[src/pkg/adcr_pkg.sv]
`default_nettype none
package adcr_pkg;

  // ****************************************
  // Register indices (byte address = 4 x index)
  // ****************************************
  localparam logic [5:0] ADCR_IDX_CONTROL_A = 6'h00;
  localparam logic [5:0] ADCR_IDX_CONTROL_B = 6'h01;
  localparam logic [5:0] ADCR_IDX_CONTROL_C = 6'h02;
  localparam logic [5:0] ADCR_IDX_CONTROL_D = 6'h03;
  localparam logic [5:0] ADCR_IDX_CONTROL_E = 6'h04;
  localparam logic [5:0] ADCR_IDX_SAMPLE_LENGTH = 6'h05;
  localparam logic [5:0] ADCR_IDX_INPUT_SELECT = 6'h06;
  localparam logic [5:0] ADCR_IDX_COMMAND = 6'h08;
  localparam logic [5:0] ADCR_IDX_TRIGGER = 6'h09;
  localparam logic [5:0] ADCR_IDX_IRQ_ENABLE = 6'h0A;
  localparam logic [5:0] ADCR_IDX_IRQ_FLAGS = 6'h0B;
  localparam logic [5:0] ADCR_IDX_DEBUG = 6'h0C;
  localparam logic [5:0] ADCR_IDX_STAGING = 6'h0D;
  localparam logic [5:0] ADCR_IDX_RESULT = 6'h10;
  localparam logic [5:0] ADCR_IDX_WIN_LOW = 6'h12;
  localparam logic [5:0] ADCR_IDX_WIN_HIGH = 6'h14;
  localparam logic [5:0] ADCR_IDX_DUTY_TRIM = 6'h16;

  // ****************************************
  // Field positions
  // ****************************************
  localparam int unsigned ADCR_CA_ENABLE = 0;
  localparam int unsigned ADCR_CA_RES_SEL = 2;
  localparam int unsigned ADCR_CA_STBY_RUN = 7;
  localparam int unsigned ADCR_CC_DIVIDER = 0;
  localparam int unsigned ADCR_CC_REF_SEL = 4;
  localparam int unsigned ADCR_CC_CAP_SEL = 6;
  localparam int unsigned ADCR_CD_INTER_DLY = 0;
  localparam int unsigned ADCR_CD_AUTO_VAR = 4;
  localparam int unsigned ADCR_CD_STARTUP = 5;
  localparam int unsigned ADCR_IRQ_RESULT_READY = 0;
  localparam int unsigned ADCR_IRQ_WINDOW_MATCH = 1;
  localparam int unsigned ADCR_CMD_START = 0;
  localparam int unsigned ADCR_LSB = 0;

  // ****************************************
  // Sequencing constants
  // ****************************************
  localparam logic [8:0] ADCR_BASE_SAMPLE_TICKS = 9'h002;
  localparam logic [8:0] ADCR_INIT_UNIT_TICKS = 9'h010;
  localparam logic [2:0] ADCR_ACC_MAX = 3'h6;
  localparam logic [2:0] ADCR_INIT_MAX = 3'h5;
  localparam logic [8:0] ADCR_DIV_BASE = 9'h002;
  localparam logic [6:0] ADCR_ONE_SAMPLE = 7'h01;

  typedef enum logic [1:0] {
    ADCR_SEQ_IDLE = 2'b00,
    ADCR_SEQ_DELAY = 2'b01,
    ADCR_SEQ_CONVERT = 2'b11
  } adcr_seq_type;

  typedef enum logic [2:0] {
    ADCR_WIN_NONE = 3'h0,
    ADCR_WIN_BELOW = 3'h1,
    ADCR_WIN_ABOVE = 3'h2,
    ADCR_WIN_INSIDE = 3'h3,
    ADCR_WIN_OUTSIDE = 3'h4
  } adcr_win_mode_type;

  localparam logic [1:0] ADCR_REF_INTERNAL = 2'h0;
  localparam logic [1:0] ADCR_REF_SUPPLY = 2'h1;

  typedef struct packed {
    logic enable;
    logic sample_cap;
    logic [1:0] ref_sel;
    logic [4:0] input_sel;
    logic sample;
  } adcr_core_ctrl_type;

  typedef struct packed {
    logic [7:0] cnt;
    logic tick;
  } adcr_clock_divider_state_type;

  typedef struct packed {
    logic enable;
    logic standby_run;
    logic res_sel;
    logic [2:0] acc_count;
    logic sample_cap;
    logic [1:0] ref_sel;
    logic [2:0] divider;
    logic [2:0] startup_delay;
    logic auto_var;
    logic [3:0] inter_delay;
    logic [2:0] win_mode;
    logic [4:0] sample_length;
    logic [4:0] input_sel;
    logic conv_start;
    logic trig_en;
    logic [1:0] irq_en;
    logic [1:0] irq_flag;
    logic run_halted;
    logic [7:0] staging;
    logic duty_trim;
    logic [15:0] result;
    logic [15:0] win_low;
    logic [15:0] win_high;
    adcr_seq_type seq;
    logic [8:0] delay_cnt;
    logic [6:0] samp_cnt;
    logic [15:0] acc;
    logic need_init;
    logic cmp_pend;
    logic trig_s1;
    logic trig_s2;
    logic trig_s3;
    logic [4:0] sel_latch;
    logic [31:0] prdata;
    logic pready;
    logic pslverr;
    logic irq;
    adcr_core_ctrl_type core;
  } adcr_state_type;

  localparam adcr_state_type ADCR_STATE_RESET = '0;

  // Start-up delay in converter clock ticks
  function automatic logic [8:0] adcr_init_ticks(input logic [2:0] k);
    logic [2:0] c;
    c = (k > ADCR_INIT_MAX) ? ADCR_INIT_MAX : k;
    if (c == 3'h0)
    begin
      return 9'h000;
    end
    return 9'(ADCR_INIT_UNIT_TICKS << (c - 3'h1));
  endfunction

  // Samples per conversion; reserved code acts as no accumulation
  function automatic logic [6:0] adcr_sample_total(input logic [2:0] n);
    if (n > ADCR_ACC_MAX)
    begin
      return ADCR_ONE_SAMPLE;
    end
    return 7'(ADCR_ONE_SAMPLE << n);
  endfunction

endpackage
`default_nettype wire

[src/design/adcr_prescaler.sv]
`timescale 1ns/1ps
`default_nettype none
module adcr_prescaler
  import adcr_pkg::*;
(
  // Clock and reset
  input wire logic ref_clk_i,
  input wire logic rst_n_i,
  // Control
  input wire logic run_i,
  input wire logic [2:0] div_sel_i,
  // Converter clock tick
  output logic tick_o
);

  adcr_clock_divider_state_type s_r;
  adcr_clock_divider_state_type s_nxt;
  logic [7:0] last;

  // ****************************************
  // Divide by 2 to the power (sel + 1)
  // ****************************************
  assign last = 8'((ADCR_DIV_BASE << div_sel_i) - 9'h001);

  always_comb
  begin
    s_nxt = s_r;
    s_nxt.tick = 1'b0;
    if (!run_i)
    begin
      s_nxt.cnt = 8'h00;
    end
    else if (s_r.cnt >= last)
    begin
      s_nxt.cnt = 8'h00;
      s_nxt.tick = 1'b1;
    end
    else
    begin
      s_nxt.cnt = s_r.cnt + 8'h01;
    end
  end

  always_ff @(posedge ref_clk_i or negedge rst_n_i)
  begin
    if (!rst_n_i)
    begin
      s_r <= '0;
    end
    else
    begin
      s_r <= s_nxt;
    end
  end

  assign tick_o = s_r.tick;

endmodule
`default_nettype wire

[src/design/adcr_top.sv]
// Operation
// - Resolution select 0 keeps the full 10-bit sample.
// - Resolution select 1 drops the two lowest sample bits.
// - Enable bit of control A switches the converter on or off.
// - Standby-run bit decides whether conversions continue in standby.
// - Accumulation counts 1 to 6 sum samples into one result.
// - Counts 1 to 6 give 2 to 64 samples; 7 is reserved.
// - Reference select 0 is internal, 1 is the supply rail.
// - Prescaler divides the clock by 2 up to 256 in powers of two.
// - Start bit begins a conversion, reads 1 until completion.
// - Interrupt is raised while an enabled flag is set.
`timescale 1ns/1ps
`default_nettype none
module adcr_top
  import adcr_pkg::*;
(
  // Clock and reset
  input wire logic ref_clk_i,
  input wire logic rst_n_i,
  // APB slave
  input wire logic [7:0] paddr_i,
  input wire logic psel_i,
  input wire logic penable_i,
  input wire logic pwrite_i,
  input wire logic [31:0] pwdata_i,
  output logic [31:0] prdata_o,
  output logic pready_o,
  output logic pslverr_o,
  // System status
  input wire logic standby_i,
  input wire logic halted_i,
  input wire logic trigger_i,
  // Analog core
  output adcr_core_ctrl_type core_ctrl_o,
  input wire logic [9:0] adc_data_i,
  input wire logic adc_done_i,
  // Interrupt
  output logic irq_o
);

  // ****************************************
  // Reset release
  // ****************************************
  logic [1:0] rst_q_r;
  logic rst_n;

  always_ff @(posedge ref_clk_i or negedge rst_n_i)
  begin
    if (!rst_n_i)
    begin
      rst_q_r <= 2'b00;
    end
    else
    begin
      rst_q_r <= {rst_q_r[0], 1'b1};
    end
  end

  assign rst_n = rst_q_r[1];

  adcr_state_type s_r;
  adcr_state_type s_nxt;
  logic tick;
  logic win_match;
  logic run;
  logic access;
  logic wr;
  logic [5:0] idx;
  logic [32:0] rd;
  logic trig_edge;
  logic start_req;
  logic [15:0] smp;
  logic [15:0] acc_sum;
  logic [6:0] total;
  logic [1:0] flag_set;
  logic [1:0] flag_clr;
  logic wr_cmd;

  // ****************************************
  // Read decode
  // ****************************************
  function automatic logic [32:0] rd_word(input adcr_state_type s,
                                          input logic [5:0] i);
    logic [31:0] d;
    logic v;
    d = '0;
    v = 1'b1;
    case (i)
      ADCR_IDX_CONTROL_A:
      begin
        d[ADCR_CA_ENABLE] = s.enable;
        d[ADCR_CA_RES_SEL] = s.res_sel;
        d[ADCR_CA_STBY_RUN] = s.standby_run;
      end
      ADCR_IDX_CONTROL_B:
        d[ADCR_LSB +: 3] = s.acc_count;
      ADCR_IDX_CONTROL_C:
      begin
        d[ADCR_CC_DIVIDER +: 3] = s.divider;
        d[ADCR_CC_REF_SEL +: 2] = s.ref_sel;
        d[ADCR_CC_CAP_SEL] = s.sample_cap;
      end
      ADCR_IDX_CONTROL_D:
      begin
        d[ADCR_CD_INTER_DLY +: 4] = s.inter_delay;
        d[ADCR_CD_AUTO_VAR] = s.auto_var;
        d[ADCR_CD_STARTUP +: 3] = s.startup_delay;
      end
      ADCR_IDX_CONTROL_E:
        d[ADCR_LSB +: 3] = s.win_mode;
      ADCR_IDX_SAMPLE_LENGTH:
        d[ADCR_LSB +: 5] = s.sample_length;
      ADCR_IDX_INPUT_SELECT:
        d[ADCR_LSB +: 5] = s.input_sel;
      ADCR_IDX_COMMAND:
        d[ADCR_CMD_START] = s.conv_start;
      ADCR_IDX_TRIGGER:
        d[ADCR_LSB] = s.trig_en;
      ADCR_IDX_IRQ_ENABLE:
        d[ADCR_LSB +: 2] = s.irq_en;
      ADCR_IDX_IRQ_FLAGS:
        d[ADCR_LSB +: 2] = s.irq_flag;
      ADCR_IDX_DEBUG:
        d[ADCR_LSB] = s.run_halted;
      ADCR_IDX_STAGING:
        d[ADCR_LSB +: 8] = s.staging;
      ADCR_IDX_RESULT:
        d[ADCR_LSB +: 16] = s.result;
      ADCR_IDX_WIN_LOW:
        d[ADCR_LSB +: 16] = s.win_low;
      ADCR_IDX_WIN_HIGH:
        d[ADCR_LSB +: 16] = s.win_high;
      ADCR_IDX_DUTY_TRIM:
        d[ADCR_LSB] = s.duty_trim;
      default:
        v = 1'b0;
    endcase
    return {v, d};
  endfunction

  // ****************************************
  // Helpers
  // ****************************************
  adcr_prescaler u_clock_divider (
    .ref_clk_i (ref_clk_i),
    .rst_n_i   (rst_n),
    .run_i     (run && (s_r.seq == ADCR_SEQ_DELAY)),
    .div_sel_i (s_r.divider),
    .tick_o    (tick)
  );

  adcr_window u_window (
    .mode_i  (s_r.win_mode),
    .low_i   (s_r.win_low),
    .high_i  (s_r.win_high),
    .value_i (s_r.result),
    .match_o (win_match)
  );

  assign run = s_r.enable && (!standby_i || s_r.standby_run)
               && (!halted_i || s_r.run_halted);
  assign idx = paddr_i[7:2];
  assign rd = rd_word(s_r, idx);
  assign access = psel_i && penable_i && s_r.pready;
  assign wr = access && pwrite_i && !s_r.pslverr;
  assign wr_cmd = wr && (idx == ADCR_IDX_COMMAND)
                  && pwdata_i[ADCR_CMD_START];
  assign trig_edge = s_r.trig_s2 && !s_r.trig_s3;
  assign start_req = wr_cmd || (s_r.trig_en && trig_edge);
  assign smp = s_r.res_sel ? 16'(adc_data_i[9:2]) : 16'(adc_data_i);
  assign acc_sum = s_r.acc + smp;
  assign total = adcr_sample_total(s_r.acc_count);

  // ****************************************
  // Next state
  // ****************************************
  always_comb
  begin
    s_nxt = s_r;
    flag_set = 2'b00;
    flag_clr = 2'b00;
    s_nxt.core.sample = 1'b0;
    s_nxt.cmp_pend = 1'b0;
    s_nxt.trig_s1 = trigger_i;
    s_nxt.trig_s2 = s_r.trig_s1;
    s_nxt.trig_s3 = s_r.trig_s2;
    // Bus: data sampled at setup, zero-wait access
    s_nxt.pready = psel_i && !penable_i;
    if (psel_i && !penable_i)
    begin
      s_nxt.pslverr = !rd[32] || (paddr_i[1:0] != 2'b00);
      s_nxt.prdata = (pwrite_i || s_nxt.pslverr)
                     ? 32'h0000_0000 : rd[31:0];
    end
    else
    begin
      s_nxt.pslverr = 1'b0;
    end
    // Read clears only the flags it returned
    if (access && !pwrite_i && (idx == ADCR_IDX_IRQ_FLAGS))
    begin
      flag_clr = s_r.prdata[ADCR_LSB +: 2];
    end
    if (wr)
    begin
      case (idx)
        ADCR_IDX_CONTROL_A:
        begin
          s_nxt.enable = pwdata_i[ADCR_CA_ENABLE];
          s_nxt.res_sel = pwdata_i[ADCR_CA_RES_SEL];
          s_nxt.standby_run = pwdata_i[ADCR_CA_STBY_RUN];
        end
        ADCR_IDX_CONTROL_B:
          s_nxt.acc_count = pwdata_i[ADCR_LSB +: 3];
        ADCR_IDX_CONTROL_C:
        begin
          s_nxt.divider = pwdata_i[ADCR_CC_DIVIDER +: 3];
          s_nxt.ref_sel = pwdata_i[ADCR_CC_REF_SEL +: 2];
          s_nxt.sample_cap = pwdata_i[ADCR_CC_CAP_SEL];
          if (pwdata_i[ADCR_CC_REF_SEL +: 2] == ADCR_REF_INTERNAL)
          begin
            s_nxt.need_init = 1'b1;
          end
        end
        ADCR_IDX_CONTROL_D:
        begin
          s_nxt.inter_delay = pwdata_i[ADCR_CD_INTER_DLY +: 4];
          s_nxt.auto_var = pwdata_i[ADCR_CD_AUTO_VAR];
          s_nxt.startup_delay = pwdata_i[ADCR_CD_STARTUP +: 3];
        end
        ADCR_IDX_CONTROL_E:
          s_nxt.win_mode = pwdata_i[ADCR_LSB +: 3];
        ADCR_IDX_SAMPLE_LENGTH:
          s_nxt.sample_length = pwdata_i[ADCR_LSB +: 5];
        ADCR_IDX_INPUT_SELECT:
          s_nxt.input_sel = pwdata_i[ADCR_LSB +: 5];
        ADCR_IDX_TRIGGER:
          s_nxt.trig_en = pwdata_i[ADCR_LSB];
        ADCR_IDX_IRQ_ENABLE:
          s_nxt.irq_en = pwdata_i[ADCR_LSB +: 2];
        ADCR_IDX_IRQ_FLAGS:
          flag_clr = flag_clr | pwdata_i[ADCR_LSB +: 2];
        ADCR_IDX_DEBUG:
          s_nxt.run_halted = pwdata_i[ADCR_LSB];
        ADCR_IDX_STAGING:
          s_nxt.staging = pwdata_i[ADCR_LSB +: 8];
        ADCR_IDX_WIN_LOW:
          s_nxt.win_low = pwdata_i[ADCR_LSB +: 16];
        ADCR_IDX_WIN_HIGH:
          s_nxt.win_high = pwdata_i[ADCR_LSB +: 16];
        ADCR_IDX_DUTY_TRIM:
          s_nxt.duty_trim = pwdata_i[ADCR_LSB];
        default:
          s_nxt.staging = s_r.staging;
      endcase
    end
    // Conversion sequencer
    case (s_r.seq)
      ADCR_SEQ_IDLE:
      begin
        if (start_req && s_r.enable)
        begin
          s_nxt.conv_start = 1'b1;
          s_nxt.sel_latch = s_r.input_sel;
          s_nxt.acc = 16'h0000;
          s_nxt.samp_cnt = 7'h00;
          s_nxt.delay_cnt = ADCR_BASE_SAMPLE_TICKS
                            + 9'(s_r.sample_length)
                            + (s_r.need_init
                               ? adcr_init_ticks(s_r.startup_delay)
                               : 9'h000);
          s_nxt.need_init = 1'b0;
          s_nxt.seq = ADCR_SEQ_DELAY;
        end
      end
      ADCR_SEQ_DELAY:
      begin
        if (tick && run)
        begin
          if (s_r.delay_cnt == 9'h000)
          begin
            s_nxt.core.sample = 1'b1;
            s_nxt.seq = ADCR_SEQ_CONVERT;
          end
          else
          begin
            s_nxt.delay_cnt = s_r.delay_cnt - 9'h001;
          end
        end
      end
      ADCR_SEQ_CONVERT:
      begin
        if (adc_done_i)
        begin
          s_nxt.acc = acc_sum;
          s_nxt.samp_cnt = s_r.samp_cnt + 7'h01;
          if ((s_r.samp_cnt + 7'h01) >= total)
          begin
            s_nxt.result = acc_sum;
            s_nxt.conv_start = 1'b0;
            s_nxt.cmp_pend = 1'b1;
            flag_set[ADCR_IRQ_RESULT_READY] = 1'b1;
            s_nxt.seq = ADCR_SEQ_IDLE;
          end
          else
          begin
            s_nxt.delay_cnt = ADCR_BASE_SAMPLE_TICKS
                              + 9'(s_r.sample_length)
                              + 9'(s_r.inter_delay);
            if (s_r.auto_var)
            begin
              s_nxt.inter_delay = s_r.inter_delay + 4'h1;
            end
            s_nxt.seq = ADCR_SEQ_DELAY;
          end
        end
      end
      default:
        s_nxt.seq = ADCR_SEQ_IDLE;
    endcase
    // Compare once, after the final sample
    if (s_r.cmp_pend && win_match)
    begin
      flag_set[ADCR_IRQ_WINDOW_MATCH] = 1'b1;
    end
    if (!s_r.enable)
    begin
      s_nxt.seq = ADCR_SEQ_IDLE;
      s_nxt.conv_start = 1'b0;
      s_nxt.need_init = 1'b1;
    end
    // Set wins over clear
    s_nxt.irq_flag = (s_r.irq_flag & ~flag_clr) | flag_set;
    s_nxt.irq = |(s_nxt.irq_flag & s_nxt.irq_en);
    s_nxt.core.enable = run;
    s_nxt.core.ref_sel = s_nxt.ref_sel;
    s_nxt.core.sample_cap = s_nxt.sample_cap;
    s_nxt.core.input_sel = s_nxt.sel_latch;
  end

  always_ff @(posedge ref_clk_i or negedge rst_n)
  begin
    if (!rst_n)
    begin
      s_r <= ADCR_STATE_RESET;
    end
    else
    begin
      s_r <= s_nxt;
    end
  end

  // ****************************************
  // Outputs
  // ****************************************
  assign prdata_o = s_r.prdata;
  assign pready_o = s_r.pready;
  assign pslverr_o = s_r.pslverr;
  assign irq_o = s_r.irq;
  assign core_ctrl_o = s_r.core;

endmodule
`default_nettype wire

[src/design/adcr_window.sv]
`timescale 1ns/1ps
`default_nettype none
module adcr_window
  import adcr_pkg::*;
(
  // Comparison setup
  input wire logic [2:0] mode_i,
  input wire logic [15:0] low_i,
  input wire logic [15:0] high_i,
  // Value under test
  input wire logic [15:0] value_i,
  output logic match_o
);

  always_comb
  begin
    case (mode_i)
      ADCR_WIN_BELOW:
        match_o = value_i < low_i;
      ADCR_WIN_ABOVE:
        match_o = value_i > high_i;
      ADCR_WIN_INSIDE:
        match_o = (value_i > low_i) && (value_i < high_i);
      ADCR_WIN_OUTSIDE:
        match_o = (value_i < low_i) || (value_i > high_i);
      default:
        match_o = 1'b0;
    endcase
  end

endmodule
`default_nettype wire

[config.mk]
export PLATFORM = sky130hd
export DESIGN_NAME = adcr_top
export DESIGN_NICKNAME = d
export VERILOG_FILES = /design/src/pkg/adcr_pkg.sv /design/src/design/adcr_prescaler.sv /design/src/design/adcr_top.sv /design/src/design/adcr_window.sv
export SDC_FILE = /design/constraint.sdc
export NUM_CORES = 1
export LEC_CHECK = 0
export BUFFER_PORTS_ARGS = -buffer_cell sky130_fd_sc_hd__buf_2
export CAP_MARGIN = 15
export CORE_ASPECT_RATIO = 0.7
export CORE_MARGIN = 1
export CORE_UTILIZATION = 54
export CTS_CLUSTER_SIZE = 8
export DETAILED_ROUTE_END_ITERATION = 8
export PLACE_DENSITY = 0.74
export SYNTH_ARGS = -nofsm -noshare
export SYNTH_HDL_FRONTEND = slang
export SYNTH_SLANG_ARGS = --single-unit
[constraint.sdc]
create_clock -name ref_clk_i -period 5 [get_ports ref_clk_i]
set_input_delay 0.5 -clock ref_clk_i [delete_from_list [all_inputs] [get_ports ref_clk_i]]
set_output_delay 0.5 -clock ref_clk_i [all_outputs]
set_load 0.005 [all_outputs]
==> impl_metrics.ini <==
[routing]
ant_nets = 0
viasPerCell = 5.958
drt_iter0_drc = 806
num_vias = 8157
drc = 0
route.final.wire_length_mm = 25.14
detailedRoute.firstPassIterationCount = 7
wire_per_inst_um = 18.36

[timing]
setup_violations = 0
skew_ns = 0.01122
drv_slew = 0
max_slew.worst_pin.slew_ns = 0.9991
slew-limit-headroom_pct = 32.88
grt_setup_unrepaired = no
fin_worst_hold_slack_ns = 0.1656
max_freq_mhz = 312.2
report.final.hold_viol_count = 0
finalCriticalPeriod_ns = 3.203
finalSetupTns_ns = 0
layout_worst_path_cycle_share_pct = 64.07

[setup_path]
cp_slowest_cell = sky130_fd_sc_hd__dfrtp_1
start_kind = flop
r2r_cells = 10
worstPathArrival_ns = 3.51
path_cells = mux2_2, ha_1, fa_1, a21oi_1, o22ai_1, o21ai_0, o21ai_1, nand3_1, xor2_1, o21ai_0
criticalPathCategory = reg -> reg
crit_path_frequent_cell = sky130_fd_sc_hd__o21ai_0
ff2ff_setup_slack_ns = 1.80
worst_path_largest_cell_delay_ns = 0.66
cp-end-kind = flop
worst_setup_sp = s_r[183]
critPathRequiredTime_ns = 5.31
timing.critical_path.fanout_max = 12
worstReg2RegStart = s_r[183]
timing.rr.end = s_r[133]

[clock_tree]
htree_levels = 4
cts_resized = 0
clockRootBuffer = sky130_fd_sc_hd__clkbuf_16
clock_pin_slew_of_the_registers_on_the_worst_case_setup_and_hold_paths_ns = 0.07
cts_num_sinks = 173
insertion_delay_ns = 0.45
tritoncts = yes
tritoncts.num_buffers = 17
clk_path_buf_depth = 2

[yosys]
synth_seq_cells = 173
synth-warning-count = 0
synth.cell_area_um2 = 10430
syn_avg_cell_area_um2 = 9.554
synth_cell_types = 66
ys.flop_type = sky130_fd_sc_hd__dfrtp_1
asyncSetResetFlopFracSynth_pct = 100.0
syn-instance-count = 1092
synth_enable_flop_cells = 0
seq_area_frac_synth_pct = 41.50

[placed_design]
place_area_um2 = 10690
post-place-cells = 1335
dpl.hpwl_mm = 18.36
placement.io_buffers = 71
weighted_congestion_at_the_end_of_routability_driven_global_placement = 0.8877

[floorplan]
number_of_rows_in_the_core_area = 42
total_i_o_pin_count = 104
floorplan.die.width_um = 168.1
core_area_um2 = 18920
initial_cell_density_of_the_core_pct = 55.15
area_of_the_die_um2 = 19890
die-height_um = 118.3

[run]
drv_cap = 0

[min_path]
hp-start = trigger_i
min-delay-path-class = in -> reg
hold_path_end = s_nxt[51]
hold_depth = 1

[pwr]
comb_power_share_pct = 6.6
p_clk_share_pct = 46.2
power.ir.vdd_worst_v = 0.0002454
p_switching_uw = 752.5
leakage_power_uw = 0.005430
internal_power_uw = 2296
total_power_density_per_cell_area_nw_per_um2 = 269.0
sequentialPowerShare_pct = 47.2
power_switching_share_pct = 24.68

[global_route]
grt_pass1_vias = 7588
grt_start_max_net_pins = 172
antenna_found_initial = 1
grtUsageTotal_pct = 26.63
overflow = 0
grt_pass1_wl_mm = 40.86

[layout]
layout-area-overhead-vs-synth_pct = 8.647
drive_above_1_share_pct = 17.48
nets = 1245
finish.instance_area_um2 = 11330
fin_cells = 1369
layout_commonest_cell = sky130_fd_sc_hd__dfrtp_1
antenna_cells_inserted = 0
mostFrequentLayoutCells = sky130_fd_sc_hd__dfrtp_1 (172), sky130_fd_sc_hd__nand2_1 (135), sky130_fd_sc_hd__o21ai_0 (91)

[run_status]
run_status = complete, no violations
[registers in the layout, summed over array words and instances (netlist names)]
register / cells
u_clock_divider.tick_o: 1
u_clock_divider.s_r: 8
pready_o: 1
rst_q_r: 2
irq_o: 1
prdata_o: 16
s_r: 131
pslverr_o: 1
core_ctrl_o: 10
s_nxt: 2
[metrics by stage]
stage	setup slack (ns)	power, uW	utilization (%)
after global placement	1.853	1658	56.52
final	1.797	3049	59.91
after CTS	1.783	3072	59.85
after detailed placement	1.792	1663	56.52
after global routing	1.530	3152	59.91
after floorplan	2.141	1596	-
[layout make-up]
cell class | count | area [um2]
clock buffer | 18 | 439.2
clock inverter | 14 | 181.4
fill | 1574 | 7584
inverter | 59 | 221.5
multi-input combinational | 782 | 5408
sequential | 173 | 4333
tap | 242 | 302.8
timing repair buffer | 81 | 449.2
[what timing repair did]
action / in CTS / in global routing
hold endpoints to repair: 2 / 0
setup buffers: 0 / 0
hold buffers: 1 / 0
[power groups by stage]
stage	clock [uW]	combinational [uW]	sequential [uW]
6_report	1410	200	1440
5_1_grt	1490	225	1440
4_1_cts	1430	200	1440
3_5_place_dp	0	199	1460
3_3_place_gp	0	194	1460
2_1_floorplan	0	121	1470
[critical path, delay by kind of cell, from the launching register on]
kind            cells  cell delay, ns
flops               1            0.66
simple gates        1            0.19
fa+ha+maj           2            0.65
xor+xnor            1            0.16
mux                 1            0.41
compound gates      5            1.00
[cell usage after synthesis, types with 10 or more instances]
master / n / area [um2]
sky130_fd_sc_hd__a21oi_1: 40 / 200.2
sky130_fd_sc_hd__a22o_1: 23 / 201.4
sky130_fd_sc_hd__a22oi_1: 22 / 165.2
sky130_fd_sc_hd__and2_1: 10 / 62.56
sky130_fd_sc_hd__buf_2: 13 / 65.06
sky130_fd_sc_hd__buf_4: 43 / 322.8
sky130_fd_sc_hd__clkbuf_1: 29 / 108.9
sky130_fd_sc_hd__dfrtp_1: 173 / 4329
sky130_fd_sc_hd__ha_1: 69 / 863.3
sky130_fd_sc_hd__inv_1: 59 / 221.5
sky130_fd_sc_hd__mux2_2: 70 / 788.3
sky130_fd_sc_hd__nand2_1: 135 / 506.7
sky130_fd_sc_hd__nand2b_1: 12 / 75.07
sky130_fd_sc_hd__nand3_1: 45 / 225.2
sky130_fd_sc_hd__nand4_1: 10 / 62.56
sky130_fd_sc_hd__nor2_1: 53 / 198.9
sky130_fd_sc_hd__nor3_1: 15 / 75.07
sky130_fd_sc_hd__o21ai_0: 91 / 455.4
sky130_fd_sc_hd__xnor2_1: 18 / 157.7
sky130_fd_sc_hd__xor2_1: 20 / 175.2
[logic make-up after synthesis]
family	after synthesis	share of synthesized area, %
xor gates and xnor gates	38	3.190
buffers and inverters	152	7.256
muxes	79	8.659
and+or+nand+nor	327	15.02
DFF	173	41.50
other	2	0.07199
AOI/OAI and AO/OA	249	15.46
adders and majority gates	72	8.851
[worst max path at each step]
stage / to / slack (ns) / cells after the start
after detailed placement: s_r[133] / 1.79 / 10
after global routing: s_r[133] / 1.53 / 10
after global placement: s_r[57] / 1.85 / 8
after floorplan: core_ctrl_o[0] / 2.14 / 0
final: s_r[133] / 1.80 / 10
after CTS: s_r[133] / 1.78 / 10
[per-layer routing]
metal  wire length, um  part of all wire (%)  vias up  track usage [%]
met5                 0                     0        -                0
met4               269                   1.1        0            5.966
met3              2110                   8.4       27            6.698
met2              9924                    39      297            34.69
met1             12830                    51     3980            43.22
li1                  -                     -     3853                -
Note: power is estimated with default switching activity, not from simulation.
